$ cat src/verilog/bfs_regs.svh
`ifndef BFS_REGS_SVH
`define BFS_REGS_SVH
// APB register byte addresses
`define BFS_CTRL_ADDR 12'h000
`define BFS_LDO_ADDR 12'h004
`define BFS_MUX_ADDR 12'h008
`define BFS_THR_ADDR 12'h00c
`define BFS_LDT_ADDR 12'h010
`define BFS_STAT_ADDR 12'h014
`define BFS_PDT_ADDR 12'h018
// CTRL fields
`define BFS_CTRL_MODE_LO 0
`define BFS_CTRL_PREDISCHARGE_FET_EN 2
`define BFS_CTRL_LD_EN 3
`define BFS_CTRL_CHG_REQ 4
`define BFS_CTRL_DSG_REQ 5
`define BFS_CTRL_SWL_SEL 6
`define BFS_CTRL_FCLR 7
// LDO fields and reset values
`define BFS_LDO_EN 0
`define BFS_PREREG_EN 1
`define BFS_LDO_SEL_LO 2
`define BFS_LDO_RST 32'h0000000f
`define BFS_LDO_SEL_33 3'h3
`define BFS_LDO_SEL_MAX 3'h4
// Thresholds in mV, load-detect and predischarge timing defaults, mux code limit
`define BFS_LD_MV_4V 16'h0fa0
`define BFS_THR_RST 32'h0c1c0a8c
`define BFS_LDT_RST 32'h00640a0a
`define BFS_PDT_RST 32'h00000064
`define BFS_MUX_MAX 5'h0b
`endif
$ cat src/verilog/bfs_pkg.sv
`default_nettype none
package bfs_pkg;
    typedef enum logic [1:0] {
        BFS_STANDALONE = 2'b00,
        BFS_AUTONOMOUS = 2'b01,
        BFS_MANUAL = 2'b10
    } bfs_mode_t;
    typedef enum logic [1:0] {
        BFS_D_OFF = 2'b00,
        BFS_D_PRE = 2'b01,
        BFS_D_ON = 2'b10
    } bfs_dsg_t;
    typedef enum logic [1:0] {
        BFS_L_IDLE = 2'b00,
        BFS_L_ON = 2'b01,
        BFS_L_OFF = 2'b10
    } bfs_ld_t;
    typedef struct packed {
        logic charge_fet;
        logic precharge_fet;
        logic discharge_fet;
        logic predischarge_fet;
    } bfs_fets_t;
    typedef struct packed {
        logic [15:0] min_cell_mv;
        logic [15:0] load_detect_mv;
        logic scd_latch;
        logic ocd_latch;
        logic prot_fault;
        logic prot_recover;
    } bfs_meas_t;
endpackage
`default_nettype wire

$ cat src/verilog/bfs_ctrl.sv
`include "bfs_regs.svh"
`default_nettype none
module bfs_ctrl #(
    parameter int CLK_HZ = 100000000,
    parameter int SHUT_HOLD_CYC = 100000000,
    parameter int OTP_CYC = 8,
    parameter int TICK_CYC = 100000
) (
    input wire logic pclk, // 100 MHz clock
    input wire logic presetn, // Async reset, active low
    input wire logic psel, // APB select
    input wire logic penable, // APB enable
    input wire logic pwrite, // APB direction
    input wire logic [11:0] paddr, // APB byte address
    input wire logic [31:0] pwdata, // APB write data
    output logic [31:0] prdata, // APB read data
    output logic pready, // APB ready
    output logic pslverr, // APB error
    input wire bfs_pkg::bfs_meas_t meas, // Measurement results
    input wire logic reset_shutdown_pin, // Reset/shutdown pin, active high
    input wire logic charge_block_pin, // Blocks charge path
    input wire logic discharge_block_pin, // Blocks discharge path
    input wire logic otp_done, // OTP read finished
    output bfs_pkg::bfs_fets_t fets, // FET gate requests
    output logic ld_current_en, // Load-detect current source
    output logic fault_flag, // Latched discharge fault
    output logic ldo_en, // user_ldo enable
    output logic prereg_en, // preregulator enable
    output logic [2:0] ldo_sel, // user_ldo level code
    output logic pd_weak, // 10M discharge path
    output logic pd_strong, // 2.5k discharge path
    output logic swl_sel, // Single-wire link selected
    output logic [4:0] mux_sel, // ADC input selector
    output logic vref_b_path, // Thermistor reference path
    output logic shutdown, // Shutdown mode request
    output logic boot_done // Config load complete
);
    import bfs_pkg::*;

    ////////////////////////////////////////////////////////////////////////
    logic [31:0] ctrl_q, ldo_q, mux_q, thr_q, ldt_q, pdt_q;
    logic [31:0] hold_cnt_q;
    logic [31:0] tick_cnt_q;
    logic tick;
    logic soft_rst;
    logic wr;
    bfs_mode_t mode;
    logic [3:0] otp_cnt_q;
    logic boot_q;

    assign wr = psel && penable && pwrite && boot_q;
    assign mode = bfs_mode_t'(ctrl_q[`BFS_CTRL_MODE_LO +: 2]);

    // Held high resets CTRL, LDO and MUX; FET and fault state survive
    assign soft_rst = reset_shutdown_pin;

    always_ff @(posedge pclk or negedge presetn) begin
        if (!presetn) begin
            hold_cnt_q <= 32'h0;
            shutdown <= 1'b0;
        end else if (!reset_shutdown_pin) begin
            hold_cnt_q <= 32'h0;
        end else if (hold_cnt_q >= SHUT_HOLD_CYC - 1) begin
            shutdown <= 1'b1;
        end else begin
            hold_cnt_q <= hold_cnt_q + 32'h1;
        end
    end

    // Boot wait: registers hold OTP-loaded values before host access
    always_ff @(posedge pclk or negedge presetn) begin
        if (!presetn) begin
            otp_cnt_q <= 4'h0;
            boot_q <= 1'b0;
        end else if (!boot_q && otp_done) begin
            if (otp_cnt_q >= 4'(OTP_CYC - 1)) begin
                boot_q <= 1'b1;
            end else begin
                otp_cnt_q <= otp_cnt_q + 4'h1;
            end
        end
    end
    assign boot_done = boot_q;

    always_ff @(posedge pclk or negedge presetn) begin
        if (!presetn) begin
            tick_cnt_q <= 32'h0;
        end else if (tick) begin
            tick_cnt_q <= 32'h0;
        end else begin
            tick_cnt_q <= tick_cnt_q + 32'h1;
        end
    end
    assign tick = (tick_cnt_q == TICK_CYC - 1);

    ////////////////////////////////////////////////////////////////////////
    // Registers
    always_ff @(posedge pclk or negedge presetn) begin
        if (!presetn) begin
            ctrl_q <= 32'h0; // I2C after reset
            ldo_q <= `BFS_LDO_RST;
            mux_q <= 32'h0;
            thr_q <= `BFS_THR_RST;
            ldt_q <= `BFS_LDT_RST;
            pdt_q <= `BFS_PDT_RST;
        end else if (soft_rst) begin
            // FET request bits survive the pin reset so the FETs keep their state
            ctrl_q <= ctrl_q & ((32'h1 << `BFS_CTRL_CHG_REQ) | (32'h1 << `BFS_CTRL_DSG_REQ)
                | (32'h1 << `BFS_CTRL_PREDISCHARGE_FET_EN));
            ldo_q <= `BFS_LDO_RST;
            mux_q <= 32'h0;
        end else if (wr) begin
            case (paddr)
                `BFS_CTRL_ADDR: ctrl_q <= {24'h0, 1'b0, pwdata[6:0]};
                `BFS_LDO_ADDR: begin
                    // Five levels only; other codes are ignored
                    ldo_q[1:0] <= pwdata[1:0];
                    if (pwdata[`BFS_LDO_SEL_LO +: 3] <= `BFS_LDO_SEL_MAX) begin
                        ldo_q[`BFS_LDO_SEL_LO +: 3] <= pwdata[`BFS_LDO_SEL_LO +: 3];
                    end
                end
                `BFS_MUX_ADDR: begin
                    if (pwdata[4:0] <= `BFS_MUX_MAX) begin
                        mux_q <= {27'h0, pwdata[4:0]};
                    end
                end
                `BFS_THR_ADDR: thr_q <= pwdata;
                `BFS_LDT_ADDR: ldt_q <= pwdata;
                `BFS_PDT_ADDR: pdt_q <= pwdata;
                default: ;
            endcase
        end
    end

    assign pready = 1'b1;
    assign pslverr = psel && penable && (paddr > `BFS_PDT_ADDR || paddr[1:0] != 2'h0);
    assign ldo_en = ldo_q[`BFS_LDO_EN];
    assign prereg_en = ldo_q[`BFS_PREREG_EN];
    assign ldo_sel = ldo_q[`BFS_LDO_SEL_LO +: 3];
    assign swl_sel = ctrl_q[`BFS_CTRL_SWL_SEL];
    assign mux_sel = mux_q[4:0];
    // Codes 6..8 are the thermistor pins, the only inputs not on reference a
    assign vref_b_path = (mux_q[4:0] >= 5'h06) && (mux_q[4:0] <= 5'h08);
    assign pd_weak = !ldo_en && shutdown;
    assign pd_strong = !ldo_en && !shutdown;

    ////////////////////////////////////////////////////////////////////////
    // Fault latch and load-detect recovery
    bfs_ld_t ld_q;
    logic [15:0] ld_cnt_q;
    logic [15:0] ld_tmo_q;
    logic fault_q;
    logic det_quit_q;
    logic fault_clr;
    logic ld_ok;

    assign ld_ok = meas.load_detect_mv > `BFS_LD_MV_4V;
    assign fault_clr = (ld_q == BFS_L_ON) && ld_ok;

    always_ff @(posedge pclk or negedge presetn) begin
        if (!presetn) begin
            fault_q <= 1'b0;
        end else if (meas.scd_latch || meas.ocd_latch) begin
            fault_q <= 1'b1; // Set wins over clear
        end else if (fault_clr) begin
            fault_q <= 1'b0;
        end else if (wr && paddr == `BFS_CTRL_ADDR && pwdata[`BFS_CTRL_FCLR]) begin
            fault_q <= 1'b0;
        end
    end
    assign fault_flag = fault_q;

    always_ff @(posedge pclk or negedge presetn) begin
        if (!presetn) begin
            ld_q <= BFS_L_IDLE;
            ld_cnt_q <= 16'h0;
            ld_tmo_q <= 16'h0;
            det_quit_q <= 1'b0;
        end else begin
            if (!fault_q) begin
                det_quit_q <= 1'b0;
            end
            case (ld_q)
                BFS_L_IDLE: begin
                    ld_cnt_q <= 16'h0;
                    ld_tmo_q <= 16'h0;
                    if (fault_q && !fets.discharge_fet && ctrl_q[`BFS_CTRL_LD_EN]
                        && !det_quit_q) begin
                        ld_q <= BFS_L_ON;
                    end
                end
                BFS_L_ON: begin
                    if (fault_clr || !fault_q) begin
                        ld_q <= BFS_L_IDLE;
                    end else if (tick) begin
                        ld_cnt_q <= ld_cnt_q + 16'h1;
                        if (ld_cnt_q >= {8'h0, ldt_q[7:0]}) begin
                            ld_cnt_q <= 16'h0;
                            ld_q <= BFS_L_OFF;
                        end
                    end
                end
                BFS_L_OFF: begin
                    if (!fault_q) begin
                        ld_q <= BFS_L_IDLE;
                    end else if (tick) begin
                        ld_cnt_q <= ld_cnt_q + 16'h1;
                        ld_tmo_q <= ld_tmo_q + 16'h1;
                        if (ld_tmo_q >= ldt_q[31:16]) begin
                            // Give up: fault stays latched
                            ld_q <= BFS_L_IDLE;
                            det_quit_q <= 1'b1;
                        end else if (ld_cnt_q >= {8'h0, ldt_q[15:8]}) begin
                            ld_cnt_q <= 16'h0;
                            ld_q <= BFS_L_ON;
                        end
                    end
                end
                default: ld_q <= BFS_L_IDLE;
            endcase
        end
    end
    // After a timeout the source stays off until the fault is cleared another way
    assign ld_current_en = (ld_q == BFS_L_ON);

    ////////////////////////////////////////////////////////////////////////
    // FET control
    logic dsg_allow, chg_allow, prechg;
    logic prot_off;
    bfs_dsg_t dsg_q;
    logic [15:0] pd_cnt_q;
    logic chg_q, precharge_fet_q;

    // In manual mode protection only flags; host drops the request bits
    assign prot_off = (mode != BFS_MANUAL) && meas.prot_fault;
    assign dsg_allow = ctrl_q[`BFS_CTRL_DSG_REQ] && !discharge_block_pin && !prot_off
        && !fault_q && !shutdown;
    assign chg_allow = ctrl_q[`BFS_CTRL_CHG_REQ] && !charge_block_pin && !prot_off
        && !shutdown;

    // Hysteresis between entry threshold and recovery level
    always_ff @(posedge pclk or negedge presetn) begin
        if (!presetn) begin
            prechg <= 1'b0;
        end else if (meas.min_cell_mv < thr_q[15:0]) begin
            prechg <= 1'b1;
        end else if (meas.min_cell_mv >= thr_q[31:16]) begin
            prechg <= 1'b0;
        end
    end

    always_ff @(posedge pclk or negedge presetn) begin
        if (!presetn) begin
            chg_q <= 1'b0;
            precharge_fet_q <= 1'b0;
        end else begin
            chg_q <= chg_allow && !prechg;
            precharge_fet_q <= chg_allow && prechg;
        end
    end

    always_ff @(posedge pclk or negedge presetn) begin
        if (!presetn) begin
            dsg_q <= BFS_D_OFF;
            pd_cnt_q <= 16'h0;
        end else begin
            case (dsg_q)
                BFS_D_OFF: begin
                    pd_cnt_q <= 16'h0;
                    if (dsg_allow) begin
                        dsg_q <= ctrl_q[`BFS_CTRL_PREDISCHARGE_FET_EN] ? BFS_D_PRE : BFS_D_ON;
                    end
                end
                BFS_D_PRE: begin
                    if (!dsg_allow) begin
                        dsg_q <= BFS_D_OFF;
                    end else if (pd_cnt_q >= pdt_q[15:0]) begin
                        dsg_q <= BFS_D_ON;
                    end else begin
                        pd_cnt_q <= pd_cnt_q + 16'h1;
                    end
                end
                BFS_D_ON: begin
                    if (!dsg_allow) begin
                        dsg_q <= BFS_D_OFF;
                    end
                end
                default: dsg_q <= BFS_D_OFF;
            endcase
        end
    end

    // Predischarge held through the first ON cycle so both never drop together
    logic predischarge_fet_tail_q;
    always_ff @(posedge pclk or negedge presetn) begin
        if (!presetn) begin
            predischarge_fet_tail_q <= 1'b0;
        end else begin
            predischarge_fet_tail_q <= (dsg_q == BFS_D_PRE) && dsg_allow;
        end
    end

    assign fets.charge_fet = chg_q;
    assign fets.precharge_fet = precharge_fet_q;
    assign fets.discharge_fet = (dsg_q == BFS_D_ON);
    assign fets.predischarge_fet = (dsg_q == BFS_D_PRE) || (predischarge_fet_tail_q && dsg_q == BFS_D_ON);

    ////////////////////////////////////////////////////////////////////////
    // Read mux
    always_comb begin
        prdata = 32'h0;
        case (paddr)
            `BFS_CTRL_ADDR: prdata = ctrl_q;
            `BFS_LDO_ADDR: prdata = ldo_q;
            `BFS_MUX_ADDR: prdata = mux_q;
            `BFS_THR_ADDR: prdata = thr_q;
            `BFS_LDT_ADDR: prdata = ldt_q;
            `BFS_PDT_ADDR: prdata = pdt_q;
            `BFS_STAT_ADDR: prdata = {20'h0, boot_q, shutdown, prechg, ld_q, dsg_q,
                fault_q, fets};
            default: prdata = 32'h0;
        endcase
    end

    // Length of the current on-phase, bounded by the programmed on-time
    logic [31:0] src_run_q;
    always_ff @(posedge pclk or negedge presetn) begin
        if (!presetn) begin
            src_run_q <= 32'h0;
        end else begin
            src_run_q <= ld_current_en ? src_run_q + 32'h1 : 32'h0;
        end
    end
endmodule // bfs_ctrl
`default_nettype wire

$ cat config.mk
export PLATFORM = sky130hd
export DESIGN_NAME = bfs_ctrl
export DESIGN_NICKNAME = d
export VERILOG_FILES = /design/src/verilog/bfs_pkg.sv /design/src/verilog/bfs_ctrl.sv
export VERILOG_INCLUDE_DIRS = /design/src /design/src/verilog
export SDC_FILE = /design/constraint.sdc
export NUM_CORES = 1
export LEC_CHECK = 0
export ABC_CLOCK_PERIOD_IN_PS = 3650
export BUFFER_PORTS_ARGS = -buffer_cell sky130_fd_sc_hd__buf_4
export CAP_MARGIN = 30
export CORE_UTILIZATION = 45
export DETAILED_ROUTE_END_ITERATION = 12
export PLACE_DENSITY = 0.68
export SLEW_MARGIN = 20
export SYNTH_ARGS = -nofsm -noshare
export SYNTH_HDL_FRONTEND = slang
export SYNTH_SLANG_ARGS = --single-unit
$ cat constraint.sdc
create_clock -name pclk -period 3.65 [get_ports pclk]
set_input_delay 0.73 -clock pclk [delete_from_list [all_inputs] [get_ports pclk]]
set_output_delay 0.73 -clock pclk [all_outputs]
set_load 0.005 [all_outputs]
==> reports/metrics.yaml <==
status: "finished clean"
nets: 1728
crit_slowest_cell: "or2_1"
synthSimpleGateAreaFrac_pct: 18.58
powerDensity_nw_per_um2: 390.0
drt_iter0_markers: 744
synth-compound-area-share_pct: 13.05
crit_type: "in2out"
grt_max_degree: 88
diodes: 0
worst-path-buf-inv: 4
cp-start-kind: "primary input"
yosys_warnings: 0
synth_seq_cells: 241
cp_slowest_stage_delay_ps: 370
cts_buffers: 28
crit_required_ps: 2920
dpl.hpwl_um: 25730
dp_slack_ps: 235.3
wl_per_cell_um: 18.07
endpoint_kind: "primary output"
power.total_mw: 6.289
grt_pass1_vias: 10998
wl_met3_um: 1851
yosys.area.top_type: "dfrtp_1"
setup_viol: 0
routabilityCongestion: 0.8399
tightest_slew_ps: 718.9
worst_slack_ps: 229.0
relSlewSlack_pct: 52.07
setup_tns_ps: 0
synthTopCellsByCount: "dfrtp_1, nand2_1, inv_1"
synthAdderAreaFrac_pct: 8.158
clock_latency_ps: 540
synth_top_area_share_pct: 39.78
place_inst: 1910
viasPerCell: 5.679
synthTopCellsByArea: "dfrtp_1, ha_1, mux2_2, dfstp_2, nand2_1"
hold_viol_final: 0
rsz0062_at_grt: "false"
cts_resized: 0
ys_seq_area_share_pct: 44.40
worst_ir_drop_vdd_mv: 0.3830
synthMostInstantiatedCell: "dfrtp_1"
cp_cell_sequence: "buf_4 -> nor4_1 -> and3_1 -> nand2_1 -> or2_1 -> nor2_1 -> buf_12 -> a222oi_1 -> inv_1 -> buf_4"
final_cells: 1962
dieArea_um2: 31030
synth_top_family_by_area: "simple AND/OR/NAND/NOR gates"
drtAntennaViolNets: 0
syn_avg_cell_area_um2: 9.653
ys.flop_type: "dfrtp_1"
htreeDepth: 1
die_h_um: 176.2
drt-met1-wl_um: 16080
met2_wirelength_um: 16530
grt_overflow_total: 0
clk_pin_slew_ps: 60
wl_um: 35460
crit_family: "simple AND/OR/NAND/NOR gates"
io_pins: 145
synth-edff-count: 0
async_flop_share_pct: 100.0
syn_inst: 1414
drcViolationCount: 0
antenna_found_initial: 0
cts.sinks: 241
min_period_over_period_pct: 93.73
synth_nets: 1592
hold_class: "in2async"
die_w_um: 176.2
cts_tree: "done"
grt_pass1_wl_um: 57420
vias: 11142
finClkSkew_ps: 11.81
p_leak_nw: 7.695
cts-root-buf: "clkbuf_16"
synthToLayoutAreaGrowth_pct: 18.16
core_um2: 29720
min_period_ps: 3421
crit_path_max_fanout: 20
cap_viol_max_count: 0
slew_violations: 0
first_pass_iters: 7
fmax_mhz: 292.3
arrival_ps: 2690
synth_mux_area_share_pct: 6.398
numPortBuffers: 142
syn_area_um2: 13650
hold_buffers: 0
yosysUniqueCellTypes: 71
start_util_pct: 45.93
cts_max_path_buffers: 3
grtUsageTotal_pct: 23.12
post_cts_buffers: 0
drive_gt1_share_pct: 19.47
rows: 63
fillers: 2656
synth-xor-area-share_pct: 4.299
top_layer: "met4"
cpMostUsedCell: "buf_4"
path summary, 6_finish.rpt:
check,start,to,slack (ps),depth (start not counted)
max,paddr[10],prdata[15],230,10
min,presetn,hold_cnt_q[7],180,1
max reg2reg,ld_cnt_q[5],ld_cnt_q[9],590,8
min reg2reg,tick_cnt_q[0],tick_cnt_q[0],480,1
max in group asynchronous,presetn,ldo_q[0],2560,2
min in group pclk,charge_block_pin,chg_q,360,2
through the flow:
| step | hold WS, ps | utilization [%] | instance area (um^2) |
|---|---|---|---|
| 2_1_floorplan | 434.4 | - | 13650 |
| 3_3_place_gp | 466.9 | 51.19 | 15210 |
| 3_5_place_dp | 470.3 | 51.19 | 15210 |
| 4_1_cts | 198.5 | 54.26 | 16130 |
| 5_1_grt | 226.9 | 54.27 | 16130 |
| 6_report | 178.6 | 54.27 | 16130 |
cell usage in the layout (no fill, tap or decap), drive strengths merged, types with 19 or more instances in the layout:
master,n
a222oi,20
mux2,58
inv,119
and3,27
and2,35
xnor2,48
nor4,24
o21ai,91
a21oi,43
nor2,83
buf,163
a22oi,19
mux2i,22
ha,89
nor3,26
nand2,137
clkbuf,45
dfstp,24
nand3,50
nand4,30
dfrtp,217
xor2,19
layout make-up:
cell class	instances	area, um^2	share of cell area (%)
Timing Repair Buffer	163	1306	8.099
Tap cell	390	488.0	3.026
Sequential cell	241	6061	37.58
Inverter	119	446.7	2.770
Clock buffer	45	845.8	5.244
Clock inverter	7	66.31	0.4112
Multi-Input combinational cell	997	6914	42.87
state kept, by name, summed over array words and instances, names as in the netlist, 2 cells and up:
name / count
pdt_q: 32
ldo_q: 5
ld_tmo_q: 16
thr_q: 32
ld_cnt_q: 16
pd_cnt_q: 16
tick_cnt_q: 32
ctrl_q: 7
mux_q: 5
hold_cnt_q: 32
dsg_q: 2
ld_q: 2
otp_cnt_q: 4
ldt_q: 32
routing by layer:
layer | GRT usage [%] | up-vias
li1 | - | 5306
met1 | 32.27 | 5485
met2 | 37.73 | 293
met3 | 2.562 | 58
met4 | 6.993 | 0
met5 | 0 | -
power by group:
| group | total [mW] | switching, mW | leakage [nW] | internal (mW) |
|---|---|---|---|---|
| logic | 0.741 | 0.462 | 4.19 | 0.280 |
| clock network | 2.76 | 1.11 | 0.446 | 1.65 |
| registers | 2.78 | 0.0607 | 3.06 | 2.72 |
| total | 6.29 | 1.64 | 7.70 | 4.65 |
logic make-up after synthesis:
kind of cell             Yosys count
flip-flops                       241
buffers and inverters            176
AND/OR/NAND/NOR                  490
XOR/XNOR                          67
multiplexers                      80
adder cells (fa/ha/maj)           89
other                              1
AO/OA/AOI/OAI                    270
Note: power is estimated with default switching activity, not from simulation.
